[src/rtl/irq_ctrl_pkg.sv]
// Shared constants and carrier types for the four-source interrupt controller
package irq_ctrl_pkg;
	// ************************************************************
	// Register indices and byte addresses on the register bus
	// ************************************************************
	localparam logic [9:0]  IDX_INTERRUPT_CONTROL   = 10'h00B;
	localparam logic [9:0]  IDX_PERIPH_FLAGS        = 10'h00C;
	localparam logic [9:0]  IDX_PERIPH_ENABLES      = 10'h08C;
	localparam logic [9:0]  IDX_EVENT_STATUS        = 10'h010;
	localparam logic [9:0]  IDX_EVENT_CLEAR         = 10'h011;
	localparam logic [9:0]  IDX_EVENT_ENABLE        = 10'h012;
	localparam logic [9:0]  IDX_CORE_STATE          = 10'h013;
	localparam logic [11:0] ADDR_INTERRUPT_CONTROL  = {IDX_INTERRUPT_CONTROL, 2'b00};
	localparam logic [11:0] ADDR_PERIPH_FLAGS       = {IDX_PERIPH_FLAGS, 2'b00};
	localparam logic [11:0] ADDR_PERIPH_ENABLES     = {IDX_PERIPH_ENABLES, 2'b00};
	localparam logic [11:0] ADDR_EVENT_STATUS       = {IDX_EVENT_STATUS, 2'b00};
	localparam logic [11:0] ADDR_EVENT_CLEAR        = {IDX_EVENT_CLEAR, 2'b00};
	localparam logic [11:0] ADDR_EVENT_ENABLE       = {IDX_EVENT_ENABLE, 2'b00};
	localparam logic [11:0] ADDR_CORE_STATE         = {IDX_CORE_STATE, 2'b00};
	// ************************************************************
	// Field positions
	// ************************************************************
	localparam int BIT_GLOBAL_IRQ_ENABLE      = 7;
	localparam int BIT_PERIPHERAL_IRQ_ENABLE  = 6;
	localparam int BIT_TIMER_OVF_IRQ_ENABLE   = 5;
	localparam int BIT_EXT_PIN_IRQ_ENABLE     = 4;
	localparam int BIT_PORT_CHANGE_IRQ_ENABLE = 3;
	localparam int BIT_TIMER_OVF_FLAG         = 2;
	localparam int BIT_EXT_PIN_FLAG           = 1;
	localparam int BIT_PORT_CHANGE_FLAG       = 0;
	localparam int BIT_COMPARATOR_CHANGE      = 6;
	localparam int BIT_EV_VECTOR              = 0;
	localparam int BIT_EV_STACK_WRAP          = 1;
	localparam int BIT_EV_WAKE                = 2;
	// ************************************************************
	// Reset values, vector and stack geometry
	// ************************************************************
	localparam logic [7:0]  RST_INTERRUPT_CONTROL   = 8'h00;
	localparam logic [7:0]  RST_PERIPH              = 8'h00;
	localparam logic [2:0]  RST_EVENTS              = 3'h0;
	localparam int          PC_W                    = 13;
	localparam logic [12:0] IRQ_VECTOR              = 13'h0004;
	localparam int          STACK_DEPTH             = 8;
	localparam logic [3:0]  STACK_FULL_COUNT        = 4'h8;
	// ************************************************************
	// Carrier types
	// ************************************************************
	typedef struct packed {
		logic        psel;
		logic        penable;
		logic        pwrite;
		logic [11:0] paddr;
		logic [31:0] pwdata;
	} apb_req_t;
	typedef struct packed {
		logic [31:0] prdata;
		logic        pready;
		logic        pslverr;
	} apb_rsp_t;
	typedef struct packed {
		logic [12:0] pc;
		logic        call;
		logic        ret;
		logic        return_from_service_instr;
		logic        sleep_cmd;
		logic        wdt_timeout;
		logic        other_reset;
		logic        port_access;
		logic        cmp_read;
	} core_req_t;
	typedef struct packed {
		logic        vector_take;
		logic [12:0] vector_addr;
		logic [12:0] pop_pc;
		logic        force_nop;
		logic        sleeping;
	} core_rsp_t;
endpackage

[src/rtl/irq_ctrl.sv]
// Four-source interrupt controller with return-address stack and register slave
// Behaviour
// - Exactly four sources: edge pin, timer overflow, port change, comparator change.
// - Global enable bit 7 set lets unmasked requests in; clear blocks all.
// - Each source has its own enable; a clear enable blocks that source.
// - Every reset clears the global enable.
// - Return-from-service pops the stack and sets the global enable.
// - Entry clears global enable, pushes return address, vectors to 0004h.
// - Pin, port change and timer flags and enables live in control register.
// - Comparator flag and enable are bit 6 of two peripheral registers.
// - Flags set on their event regardless of any enable.
// - Pin or port event reaches the vector in three or four cycles.
// - After a global-enable clear, next cycle is a no-operation; requests stay pending.
// - Power-on zeroes control register; other resets keep the port change flag.
// - Entry saves only the return program counter.
// - Pending enabled request, external reset or watchdog time-out ends sleep.
// - Port change flag is OR of input-pin mismatches against last-read values.
// - Eight-entry circular stack, ninth push overwrites first and sets the stack wrap event.
//
// The APB slave port was chosen for this implementation.
`timescale 1ns/100ps
`default_nettype none
module irq_ctrl (
	input  wire logic                    I_CLK,
	input  wire logic                    I_RESET_N,
	input  wire irq_ctrl_pkg::apb_req_t  I_APB,
	output var  irq_ctrl_pkg::apb_rsp_t  O_APB,
	input  wire irq_ctrl_pkg::core_req_t I_CORE,
	output var  irq_ctrl_pkg::core_rsp_t O_CORE,
	input  wire logic                    I_EXT_IRQ_PIN,
	input  wire logic                    I_TIMER_OVF,
	input  wire logic [3:0]              I_CHANGE_DETECT_PINS,
	input  wire logic [3:0]              I_PORT_DIR_IN,
	input  wire logic [1:0]              I_CMP_OUT,
	output logic                         O_IRQ
);
	import irq_ctrl_pkg::*;

	// ************************************************************
	// Declarations
	// ************************************************************
	logic [7:0]      interrupt_control;
	logic            comparator_change_flag;
	logic            comparator_change_enable;
	logic [2:0]      ev_status;
	logic [2:0]      ev_enable;
	logic [6:0]      pin_meta;
	logic [6:0]      pin_sync;
	logic            ext_prev;
	logic [3:0]      port_latch;
	logic [1:0]      cmp_latch;
	logic [PC_W-1:0] stack_mem [STACK_DEPTH];
	logic [2:0]      stack_ptr;
	logic [3:0]      stack_count;
	logic            apb_wr;
	logic            apb_setup;
	logic            ext_rise;
	logic            port_mismatch;
	logic            cmp_mismatch;
	logic            irq_request;
	logic            take;
	logic            push;
	logic            pop;
	logic            gie_clear_write;
	logic            wake;
	logic [2:0]      ev_set;
	logic [31:0]     next_rdata;
	logic            next_slverr;

	// Write strobe that hits one register address
	function automatic logic wr_hit(input logic wr, input logic [11:0] addr, input logic [11:0] target);
		wr_hit = wr && (addr == target);
	endfunction

	// ************************************************************
	// Pin synchronisers and event detection
	// ************************************************************
	// Two flops on every pin before any logic looks at it
	always_ff @(posedge I_CLK) begin
		if (!I_RESET_N) begin
			pin_meta <= 7'h00;
			pin_sync <= 7'h00;
			ext_prev <= 1'b0;
		end else begin
			pin_meta <= {I_CMP_OUT, I_CHANGE_DETECT_PINS, I_EXT_IRQ_PIN};
			pin_sync <= pin_meta;
			ext_prev <= pin_sync[0];
		end
	end

	// Values last seen by the core on port and comparator reads
	always_ff @(posedge I_CLK) begin
		if (!I_RESET_N) begin
			port_latch <= 4'h0;
			cmp_latch  <= 2'h0;
		end else begin
			if (I_CORE.port_access) begin
				port_latch <= pin_sync[4:1];
			end
			if (I_CORE.cmp_read) begin
				cmp_latch <= pin_sync[6:5];
			end
		end
	end

	// Source events for pin, port change and comparator; the timer input is used directly
	assign ext_rise      = pin_sync[0] && !ext_prev;
	assign port_mismatch = |((pin_sync[4:1] ^ port_latch) & I_PORT_DIR_IN);
	assign cmp_mismatch  = |(pin_sync[6:5] ^ cmp_latch);

	// ************************************************************
	// Request qualification and vectoring
	// ************************************************************
	// Each flag gated by its enable, comparator also by peripheral enable
	assign irq_request =
		(interrupt_control[BIT_TIMER_OVF_FLAG] && interrupt_control[BIT_TIMER_OVF_IRQ_ENABLE]) ||
		(interrupt_control[BIT_EXT_PIN_FLAG] && interrupt_control[BIT_EXT_PIN_IRQ_ENABLE]) ||
		(interrupt_control[BIT_PORT_CHANGE_FLAG] && interrupt_control[BIT_PORT_CHANGE_IRQ_ENABLE]) ||
		(comparator_change_flag && comparator_change_enable &&
		 interrupt_control[BIT_PERIPHERAL_IRQ_ENABLE]);
	assign take = interrupt_control[BIT_GLOBAL_IRQ_ENABLE] && irq_request;
	assign push = take || I_CORE.call;
	assign pop  = !push && (I_CORE.ret || I_CORE.return_from_service_instr);
	assign wake = O_CORE.sleeping && (irq_request || I_CORE.wdt_timeout || I_CORE.other_reset);

	// Vector pulse, entry address and forced no-operation
	always_ff @(posedge I_CLK) begin
		if (!I_RESET_N) begin
			O_CORE.vector_take <= 1'b0;
			O_CORE.vector_addr <= 13'h0000;
			O_CORE.force_nop   <= 1'b0;
		end else begin
			O_CORE.vector_take <= take && !I_CORE.other_reset;
			O_CORE.vector_addr <= IRQ_VECTOR;
			O_CORE.force_nop   <= gie_clear_write;
		end
	end

	// Sleep state, ended by any wake source
	always_ff @(posedge I_CLK) begin
		if (!I_RESET_N) begin
			O_CORE.sleeping <= 1'b0;
		end else if (wake) begin
			O_CORE.sleeping <= 1'b0;
		end else if (I_CORE.sleep_cmd) begin
			O_CORE.sleeping <= 1'b1;
		end
	end

	// ************************************************************
	// Return-address stack
	// ************************************************************
	// Circular eight-entry store, only the program counter is kept
	always_ff @(posedge I_CLK) begin
		if (push) begin
			stack_mem[stack_ptr] <= I_CORE.pc;
		end
	end

	// Pointer wraps silently; count only feeds the wrap event
	always_ff @(posedge I_CLK) begin
		if (!I_RESET_N) begin
			stack_ptr     <= 3'h0;
			stack_count   <= 4'h0;
			O_CORE.pop_pc <= 13'h0000;
		end else if (push) begin
			stack_ptr   <= stack_ptr + 3'h1;
			stack_count <= (stack_count == STACK_FULL_COUNT) ? stack_count : stack_count + 4'h1;
		end else if (pop) begin
			stack_ptr     <= stack_ptr - 3'h1;
			stack_count   <= (stack_count == 4'h0) ? 4'h0 : stack_count - 4'h1;
			O_CORE.pop_pc <= stack_mem[stack_ptr - 3'h1];
		end
	end

	// ************************************************************
	// Register bus slave
	// ************************************************************
	assign apb_setup       = I_APB.psel && !I_APB.penable;
	assign apb_wr          = I_APB.psel && I_APB.penable && I_APB.pwrite;
	assign gie_clear_write = wr_hit(apb_wr, I_APB.paddr, ADDR_INTERRUPT_CONTROL) &&
	                         interrupt_control[BIT_GLOBAL_IRQ_ENABLE] && !I_APB.pwdata[BIT_GLOBAL_IRQ_ENABLE];

	// Control register: flags set by events win over software writes
	always_ff @(posedge I_CLK) begin
		if (!I_RESET_N) begin
			interrupt_control <= RST_INTERRUPT_CONTROL;
		end else if (I_CORE.other_reset) begin
			interrupt_control <= {7'h00, interrupt_control[BIT_PORT_CHANGE_FLAG]};
		end else begin
			if (wr_hit(apb_wr, I_APB.paddr, ADDR_INTERRUPT_CONTROL)) begin
				interrupt_control <= I_APB.pwdata[7:0];
			end
			if (take) begin
				interrupt_control[BIT_GLOBAL_IRQ_ENABLE] <= 1'b0;
			end else if (I_CORE.return_from_service_instr) begin
				interrupt_control[BIT_GLOBAL_IRQ_ENABLE] <= 1'b1;
			end
			if (I_TIMER_OVF) begin
				interrupt_control[BIT_TIMER_OVF_FLAG] <= 1'b1;
			end
			if (ext_rise) begin
				interrupt_control[BIT_EXT_PIN_FLAG] <= 1'b1;
			end
			if (port_mismatch) begin
				interrupt_control[BIT_PORT_CHANGE_FLAG] <= 1'b1;
			end
		end
	end

	// Peripheral flag and enable, bit 6 only
	always_ff @(posedge I_CLK) begin
		if (!I_RESET_N || I_CORE.other_reset) begin
			comparator_change_flag   <= RST_PERIPH[BIT_COMPARATOR_CHANGE];
			comparator_change_enable <= RST_PERIPH[BIT_COMPARATOR_CHANGE];
		end else begin
			if (cmp_mismatch) begin
				comparator_change_flag <= 1'b1;
			end else if (wr_hit(apb_wr, I_APB.paddr, ADDR_PERIPH_FLAGS)) begin
				comparator_change_flag <= I_APB.pwdata[BIT_COMPARATOR_CHANGE];
			end
			if (wr_hit(apb_wr, I_APB.paddr, ADDR_PERIPH_ENABLES)) begin
				comparator_change_enable <= I_APB.pwdata[BIT_COMPARATOR_CHANGE];
			end
		end
	end

	// Sticky block events, write-one-to-clear, set wins
	assign ev_set = {wake, push && (stack_count == STACK_FULL_COUNT), take && !I_CORE.other_reset};
	always_ff @(posedge I_CLK) begin
		if (!I_RESET_N) begin
			ev_status <= RST_EVENTS;
			ev_enable <= RST_EVENTS;
		end else begin
			if (wr_hit(apb_wr, I_APB.paddr, ADDR_EVENT_CLEAR)) begin
				ev_status <= (ev_status & ~I_APB.pwdata[2:0]) | ev_set;
			end else begin
				ev_status <= ev_status | ev_set;
			end
			if (wr_hit(apb_wr, I_APB.paddr, ADDR_EVENT_ENABLE)) begin
				ev_enable <= I_APB.pwdata[2:0];
			end
		end
	end

	// Interrupt line, one cycle behind the status it reflects
	always_ff @(posedge I_CLK) begin
		if (!I_RESET_N) begin
			O_IRQ <= 1'b0;
		end else begin
			O_IRQ <= |(ev_status & ev_enable);
		end
	end

	// Read mux; unmapped addresses answer with an error
	always_comb begin
		next_rdata  = 32'h0000_0000;
		next_slverr = 1'b0;
		case (I_APB.paddr)
			ADDR_INTERRUPT_CONTROL: next_rdata[7:0] = interrupt_control;
			ADDR_PERIPH_FLAGS:      next_rdata[BIT_COMPARATOR_CHANGE] = comparator_change_flag;
			ADDR_PERIPH_ENABLES:    next_rdata[BIT_COMPARATOR_CHANGE] = comparator_change_enable;
			ADDR_EVENT_STATUS:      next_rdata[2:0] = ev_status;
			ADDR_EVENT_CLEAR:       next_rdata = 32'h0000_0000;
			ADDR_EVENT_ENABLE:      next_rdata[2:0] = ev_enable;
			ADDR_CORE_STATE:        next_rdata[7:0] = {1'b0, stack_ptr, 2'b00, irq_request, O_CORE.sleeping};
			default:                next_slverr = 1'b1;
		endcase
	end

	// Answer captured in setup, shown through the zero-wait access phase
	always_ff @(posedge I_CLK) begin
		if (!I_RESET_N) begin
			O_APB.prdata  <= 32'h0000_0000;
			O_APB.pslverr <= 1'b0;
			O_APB.pready  <= 1'b0;
		end else begin
			O_APB.pready <= 1'b1;
			if (apb_setup) begin
				O_APB.prdata  <= I_APB.pwrite ? 32'h0000_0000 : next_rdata;
				O_APB.pslverr <= next_slverr;
			end
		end
	end

	// ************************************************************
	// Assertions
	// ************************************************************
	AST_ENTRY_CLEARS_ENABLE: assert property (@(posedge I_CLK) disable iff (!I_RESET_N)
		O_CORE.vector_take |-> !interrupt_control[BIT_GLOBAL_IRQ_ENABLE] && O_CORE.vector_addr == IRQ_VECTOR)
		else $error("vector taken with enable set or wrong address");
	AST_NO_ENTRY_WHEN_MASKED: assert property (@(posedge I_CLK) disable iff (!I_RESET_N)
		!interrupt_control[BIT_GLOBAL_IRQ_ENABLE] |=> !O_CORE.vector_take)
		else $error("vector taken while global enable clear");
	AST_RETURN_SETS_ENABLE: assert property (@(posedge I_CLK) disable iff (!I_RESET_N)
		I_CORE.return_from_service_instr && !take && !I_CORE.other_reset |=> interrupt_control[BIT_GLOBAL_IRQ_ENABLE])
		else $error("return did not set global enable");
	AST_TIMER_FLAG_ALWAYS: assert property (@(posedge I_CLK) disable iff (!I_RESET_N)
		I_TIMER_OVF && !I_CORE.other_reset |=> interrupt_control[BIT_TIMER_OVF_FLAG])
		else $error("timer flag not set");
	AST_EXT_LATENCY: assert property (@(posedge I_CLK) disable iff (!I_RESET_N)
		ext_rise && interrupt_control[BIT_EXT_PIN_IRQ_ENABLE] && interrupt_control[BIT_GLOBAL_IRQ_ENABLE] &&
		!I_CORE.other_reset && !gie_clear_write && !take |=> ##1 O_CORE.vector_take || $past(take))
		else $error("pin event did not vector in time");
	AST_NOP_AFTER_CLEAR: assert property (@(posedge I_CLK) disable iff (!I_RESET_N)
		gie_clear_write && !I_CORE.return_from_service_instr |=> O_CORE.force_nop ##1 !O_CORE.vector_take)
		else $error("no-operation missing after enable clear");
	AST_STACK_WRAPS: assert property (@(posedge I_CLK) disable iff (!I_RESET_N)
		push && stack_ptr == 3'h7 |=> stack_ptr == 3'h0)
		else $error("stack pointer did not wrap");
	AST_PERIPH_GATE: assert property (@(posedge I_CLK) disable iff (!I_RESET_N)
		!interrupt_control[BIT_PERIPHERAL_IRQ_ENABLE] && !(|(interrupt_control[5:3] & interrupt_control[2:0]))
		|=> !O_CORE.vector_take)
		else $error("comparator interrupt without peripheral enable");
	AST_WAKE_ON_TIMEOUT: assert property (@(posedge I_CLK) disable iff (!I_RESET_N)
		O_CORE.sleeping && I_CORE.wdt_timeout |=> !O_CORE.sleeping)
		else $error("sleep not ended by time-out");
	AST_PORT_CHANGE_SETS: assert property (@(posedge I_CLK) disable iff (!I_RESET_N)
		port_mismatch && !I_CORE.other_reset |=> interrupt_control[BIT_PORT_CHANGE_FLAG])
		else $error("port change flag not set");
	AST_OTHER_RESET_KEEPS: assert property (@(posedge I_CLK) disable iff (!I_RESET_N)
		I_CORE.other_reset |=> interrupt_control[7:1] == 7'h00 &&
		interrupt_control[BIT_PORT_CHANGE_FLAG] == $past(interrupt_control[BIT_PORT_CHANGE_FLAG]))
		else $error("other reset value wrong");
	// Source flags latch on their event whatever the enables say
	AST_EXT_FLAG_SETS: assert property (@(posedge I_CLK) disable iff (!I_RESET_N)
		ext_rise && !I_CORE.other_reset |=> interrupt_control[BIT_EXT_PIN_FLAG])
		else $error("pin flag not set");
	AST_CMP_FLAG_SETS: assert property (@(posedge I_CLK) disable iff (!I_RESET_N)
		cmp_mismatch && !I_CORE.other_reset |=> comparator_change_flag)
		else $error("comparator flag not set");
	// Clear-type reset leaves the global enable off
	AST_RESET_CLEARS_GIE: assert property (@(posedge I_CLK) disable iff (!I_RESET_N)
		I_CORE.other_reset |=> !interrupt_control[BIT_GLOBAL_IRQ_ENABLE])
		else $error("global enable survived reset");
	// Pending enabled request ends sleep
	AST_WAKE_ON_REQUEST: assert property (@(posedge I_CLK) disable iff (!I_RESET_N)
		O_CORE.sleeping && irq_request |=> !O_CORE.sleeping)
		else $error("sleep not ended by request");
	// Entry pulse lasts one cycle only
	AST_VECTOR_PULSE: assert property (@(posedge I_CLK) disable iff (!I_RESET_N)
		O_CORE.vector_take |=> !O_CORE.vector_take)
		else $error("vector pulse longer than one cycle");
	AST_PUSH_POP_PC: assert property (@(posedge I_CLK) disable iff (!I_RESET_N)
		push && !I_CORE.other_reset ##1 pop |=> O_CORE.pop_pc == $past(I_CORE.pc, 2))
		else $error("popped address differs from pushed");
endmodule
`default_nettype wire

[config.mk]
export PLATFORM = sky130hd
export DESIGN_NAME = irq_ctrl
export DESIGN_NICKNAME = d
export VERILOG_FILES = /design/src/rtl/irq_ctrl_pkg.sv /design/src/rtl/irq_ctrl.sv
export SDC_FILE = /design/constraint.sdc
export NUM_CORES = 1
export LEC_CHECK = 0
export BUFFER_PORTS_ARGS = -buffer_cell sky130_fd_sc_hd__buf_2
export CORE_MARGIN = 5
export CORE_UTILIZATION = 55
export DETAILED_ROUTE_END_ITERATION = 8
export PLACE_DENSITY = 0.89
export SYNTH_ARGS = -nofsm -noshare
export SYNTH_HDL_FRONTEND = slang
export SYNTH_SLANG_ARGS = --single-unit
[constraint.sdc]
create_clock -name I_CLK -period 3.8 [get_ports I_CLK]
set_input_delay 0.57 -clock I_CLK [delete_from_list [all_inputs] [get_ports I_CLK]]
set_output_delay 0.57 -clock I_CLK [all_outputs]
set_load 0.02 [all_outputs]
## Yosys cells after proc, flatten, opt, wreduce, memory -nomap -nowiden

Memory sizes are Yosys's and may differ from the RTL's. A register that Yosys moved wholly into a read port is not among the register bits.
Cells that the tools add are included.

| storage, ports and cells | value |
|---|---|
| logic and storage cells | 127 |
| bits in writable memories | 104 |
| memories | 1 |
| flip-flop bits (word level) | 95 |
| output and inout port bits | 64 |
| input port bits | 82 |

Memory list:

| name | depth | width | rd ports | clocked after Yosys merged registers in | write ports | line | source |
|---|---|---|---|---|---|---|---|
| stack_mem | 8 | 13 | 1 | 1 | 1 | irq_ctrl.sv:52 | `logic [PC_W-1:0] stack_mem [STACK_DEPTH];` |

| cells by class | value |
|---|---|
| equal/unequal tests | 9 |
| bitwise logic cells | 11 |
| mux-type cells | 25 |
| reduce and logical (&&, ||, !) cells | 53 |
| $add $sub $neg | 4 |

Operators with widths:

| cell | count |
|---|---|
| == test 12 x 7 -> 1 bit, second input constant | 4 |
| == test 12 x 6 -> 1 bit, second input constant | 2 |
| logical AND 1 bit | 21 |
| 2-to-1 mux 4 bit | 4 |
| 2-to-1 mux 8 bit | 2 |
| == test 12 x 10 -> 1 bit, second input constant | 1 |
| 2-to-1 mux 3 bit | 4 |
| case mux 3 bit (4 select lines) | 1 |
| nonzero test 2 bit | 6 |
| 2-to-1 mux 1 bit | 11 |
| logical OR 1 bit | 8 |
| logical NOT 1 bit | 7 |
| OR reduction 7 bit | 1 |
| bitwise AND 3 bit | 2 |
| bitwise OR 3 bit | 2 |
| case mux 3 bit (2 select lines) | 1 |
| AND reduction 2 bit | 3 |
| OR reduction 2 bit | 3 |
| OR reduction 3 bit | 2 |
| adder 4 x 1 -> 4 bit, second input constant | 1 |
| bitwise AND 4 bit | 1 |
| == test 4 bit, second input constant | 1 |
| logical NOT 4 bit | 1 |
| case mux 1 bit (4 select lines) | 1 |
| other kinds (10) | 12 |

## Logic depth before layout (Yosys ltp)

| logic depth | value |
|---|---|
| depth in word-level cells | 10 |
| gate-level depth with buffers | 9 |

## Worst setup path before layout

Ideal clock, no wire load.

| timing path | value |
|---|---|
| path kind | reg2reg |
| from | register interrupt_control[3] |
| to | memory stack_mem[0][0] (enable) |
| setup time | 0.417 ns |
| required time | 3.383 ns |
| path buffers | 0 |
| path slack | 1.022 ns |
| cell stages (with the launch flop) | 5 |
| arrival time | 2.361 ns |
| cell sequence | dfxtp_1 > a22oi_1 > a21boi_1 > nor2_1 > nor4_1 |

| on the way | value |
|---|---|
| cells in the longest elaborated chain, start to end | 7 |

Ends and longest elaborated chain:

| element | line | source |
|---|---|---|
| start, declared | irq_ctrl.sv:42 | `logic [7:0] interrupt_control;` |
| start signal, assigned | irq_ctrl.sv:189 | `interrupt_control <= {7'h00, interrupt_control[BIT_PORT_CHANGE_FLAG]};` |
| start signal, assigned | irq_ctrl.sv:192 | `interrupt_control <= I_APB.pwdata[7:0];` |
| logical AND 1 bit | irq_ctrl.sv:118 | `(interrupt_control[BIT_PORT_CHANGE_FLAG] && interrupt_control[BIT_PORT_CHANGE_IRQ_ENABLE]) \|\|` |
| logical OR 1 bit | irq_ctrl.sv:117 | `(interrupt_control[BIT_EXT_PIN_FLAG] && interrupt_control[BIT_EXT_PIN_IRQ_ENABLE]) \|\|` |
| logical OR 1 bit | irq_ctrl.sv:118 |  |
| logical AND 1 bit | irq_ctrl.sv:121 | `assign take = interrupt_control[BIT_GLOBAL_IRQ_ENABLE] && irq_request;` |
| logical OR 1 bit | irq_ctrl.sv:122 | `assign push = take \|\| I_CORE.call;` |
| 2-to-1 mux 1 bit | irq_ctrl.sv:155 | `if (push) begin` |
| 2-to-1 mux 1 bit (not written as such) | irq_ctrl.sv:156 | `stack_mem[stack_ptr] <= I_CORE.pc;` |
| end, declared | irq_ctrl.sv:52 |  |

Every way passes these cells.

## Final worst setup path

| timing path | value |
|---|---|
| from | register interrupt_control[3] |
| to | memory stack_mem[3][0] (enable) |

Same word-level chain as after synthesis.

==> results.cfg <==
[cells_and_area]
fill_cells = 882
drive_above_1_share = 0.2695
antenna-diode-count = 0
syn2layout_area_growth_pct = 16.15
final_core_utilization = 0.6429
design_area_um2 = 8412
instances_no_fill = 803
nets = 701

[global_routing]
top_usage_layer = met2
first_pass_grt_wire_length_um = 23850
grt_remaining_overflow = 0
initial_antenna_violation_count = 0
gr-usage-met1 = 0.2230
groute.usage.overall = 0.1983
groute.layer.met2.usage = 0.3448
met3_usage = 0.06175
number_of_global_route_vias_before_repair = 4657
grt_start_max_net_pins = 34

[detailed_routing]
finalWirelength_um = 14840
drt_pass1_iterations = 7
vias = 4524
avgViaCountPerCell = 5.634
first_iter_violations = 434
wire_per_inst_um = 18.49
ant_nets = 0
drc_errors = 0

[yosys]
synth_enable_flop_cells = 104
synthArstFlopShare = 0
postSynthCellCount = 525
yosys_warnings = 0
synth.yosys.seq_area_share = 0.6275
netlist_area_um2 = 7242
ys_dominant_reg_cell = sky130_fd_sc_hd__edfxtp_1
synthesis.area_per_instance_um2 = 13.79
synth-seq-cells = 175
synth_cell_type_count = 54

[critical_path]
end_kind = flip-flop
data_arrival_time_of_the_worst_path_ns = 2.55
worstPathMaxFanout = 10
crit_type = flip-flop to flip-flop
crit_required_ns = 3.93
cp-start-kind = flip-flop

[floorplanning]
boundaryPins = 146
fp.dieW_um = 124.8
fp.dieArea_um2 = 15560
floorplan.initialDensity = 0.5535
placement_rows = 42
coreArea_um2 = 13090
dieHeight_um = 124.8

[sta]
finalMaxSlewViolations = 0
time_the_final_worst_path_needs_with_i_o_delays_and_setup_ns = 2.421
fmax_mhz = 413.0
timing.setup.tns_ns = 0
finClkSkew_ns = 0.01096
report.final.hold_viol_count = 0
max_slew_margin = 0.4840
setup_repair_after_global_routing_missed_its_margin = false
setup_ws_ns = 1.379
setup_viol_count_final = 0
min_period_over_period = 0.6372
timing_worst_slew_pin_value_ns = 0.7723

[clocking]
cts_resized = 0
post_cts.repair.setup_buffers = 0
clock_sink_count = 175
cts-hold-fix-buffers = 0
cts_root_buf = sky130_fd_sc_hd__clkbuf_16
clk_transition_reported_paths_ns = 0.07
cts-buffers-inserted = 17
clkLatencyLatePin_ns = 0.43
cts_tree = yes
htreeDepth = 4
ctsLongestPathBuffers = 2

[place]
area_after_detailed_placement_um2 = 7737
dpl.cell_count = 771
preCtsSetupSlack_ns = 1.251
buffer_ports.inserted = 85
dp_hpwl_um = 9859
gp_congestion = 0.9121

[min_path]
min-delay-path-class = input pin to flip-flop

[power]
powerDensity_nw_per_um2 = 541.7
cellLeakagePower_uw = 0.003188
power.ir.vdd_worst_uv = 402.0

[outcome]
run_status = finished clean

[flow_run]
drv.max_cap_violation_count = 0
==> kinds of logic (layout without fill, tap and decap cells) <==
logic type | after synthesis | count (layout) | share of synthesized area
flops | 175 | 175 | 0.6275
mux | 59 | 59 | 0.1265
other cells | 1 | 36 | 0.0005178
buf+inv | 78 | 145 | 0.06341
simple gates | 126 | 126 | 0.09554
xor+xnor | 9 | 9 | 0.01088
fa+ha+maj | 5 | 5 | 0.008639
compound gates | 72 | 72 | 0.06704
==> placed cells by master, fill, tap and decap left out, types with 12 or more instances in the layout <==
cell type / n
sky130_fd_sc_hd__a211oi_1: 15
sky130_fd_sc_hd__a21oi_1: 21
sky130_fd_sc_hd__and2_1: 15
sky130_fd_sc_hd__buf_2: 85
sky130_fd_sc_hd__buf_4: 14
sky130_fd_sc_hd__clkbuf_16: 17
sky130_fd_sc_hd__conb_1: 36
sky130_fd_sc_hd__dfxtp_1: 70
sky130_fd_sc_hd__edfxtp_1: 104
sky130_fd_sc_hd__inv_1: 14
sky130_fd_sc_hd__mux2i_1: 33
sky130_fd_sc_hd__mux4_2: 26
sky130_fd_sc_hd__nand2_1: 23
sky130_fd_sc_hd__nand3_1: 12
sky130_fd_sc_hd__nor2_1: 34
sky130_fd_sc_hd__nor3_1: 12
==> worst max-delay path, stage by stage (launching register included) <==
cell	delay, ns
sky130_fd_sc_hd__dfxtp_1	0.39
sky130_fd_sc_hd__a22oi_1	0.12
sky130_fd_sc_hd__a21boi_1	0.64
sky130_fd_sc_hd__or2_2	0.35
sky130_fd_sc_hd__nand2_1	0.12
sky130_fd_sc_hd__nor3_1	0.25
sky130_fd_sc_hd__buf_4	0.25
==> stage by stage <==
| stage | power [uW] | hold slack (ns) |
|---|---|---|
| floorplan | 2548 | 0.4119 |
| global placement | 2653 | 0.4141 |
| detailed placement | 2677 | 0.4223 |
| CTS | 4587 | 0.3281 |
| global route | 4734 | 0.3327 |
| finish | 4557 | 0.3486 |
==> power by group <==
part           total, uW  internal, uW  switching (uW)  leakage, uW
sequential          2140          2090            45.1      0.00153
clock               1910          1140             775     0.000328
combinational        507           208             299      0.00133
==> flip-flops by register name, summed over array words and instances (netlist names) <==
| name | count |
|---|---|
| stack_mem | 104 |
| O_CORE | 16 |
| O_APB | 10 |
| interrupt_control | 8 |
| pin_meta | 7 |
| pin_sync | 7 |
| port_latch | 4 |
| stack_count | 4 |
| ev_enable | 3 |
| ev_status | 3 |
| stack_ptr | 3 |
| cmp_latch | 2 |
| O_IRQ | 1 |
| comparator_change_enable | 1 |
| comparator_change_flag | 1 |
| ext_prev | 1 |
==> cell type report <==
cell class / count / area, um^2 / area share
inverters: 14 / 52.55 / 0.006247
flip-flops and latches: 175 / 4546 / 0.5404
repair buffers: 99 / 530.5 / 0.06307
well taps: 176 / 220.2 / 0.02618
clock buffers: 17 / 425.4 / 0.05057
multi-input cells: 307 / 2389 / 0.2840
clock inverters: 15 / 249.0 / 0.02960
==> cell usage after synthesis, types with 6 or more instances <==
cell	number	area, um^2
sky130_fd_sc_hd__mux4_2	26	585.6
sky130_fd_sc_hd__nand2b_1	6	37.54
sky130_fd_sc_hd__edfxtp_1	104	3123
sky130_fd_sc_hd__inv_1	14	52.55
sky130_fd_sc_hd__a211oi_1	15	112.6
sky130_fd_sc_hd__nand2_1	23	86.33
sky130_fd_sc_hd__mux2i_1	33	330.3
sky130_fd_sc_hd__o21ai_0	9	45.04
sky130_fd_sc_hd__nor3_1	12	60.06
sky130_fd_sc_hd__clkbuf_1	12	45.04
sky130_fd_sc_hd__dfxtp_1	71	1421
sky130_fd_sc_hd__nor2_1	34	127.6
sky130_fd_sc_hd__buf_4	37	277.8
sky130_fd_sc_hd__and2_1	15	93.84
sky130_fd_sc_hd__buf_2	10	50.05
sky130_fd_sc_hd__a21oi_1	21	105.1
sky130_fd_sc_hd__nand3_1	12	60.06
==> per-layer routing <==
metal  vias to the layer above  wire, um  share of wire
li1                       2058         -              -
met1                      2212      5561           0.37
met2                       219      7605           0.51
met3                        35      1313          0.088
met4                         0       363          0.024
met5                         -         0              0
==> final timing paths <==
check / from / endpoint / slack, ns / depth (start not counted)
hold / removal: I_EXT_IRQ_PIN / pin_meta[0] / 0.35 / 2
setup / recovery: interrupt_control[3] / stack_mem[3][0] / 1.38 / 6
setup reg to reg: interrupt_control[3] / stack_mem[3][0] / 1.38 / 6
hold reg to reg: pin_meta[1] / pin_sync[1] / 0.43 / 1
(Power assumes the default switching activity.)
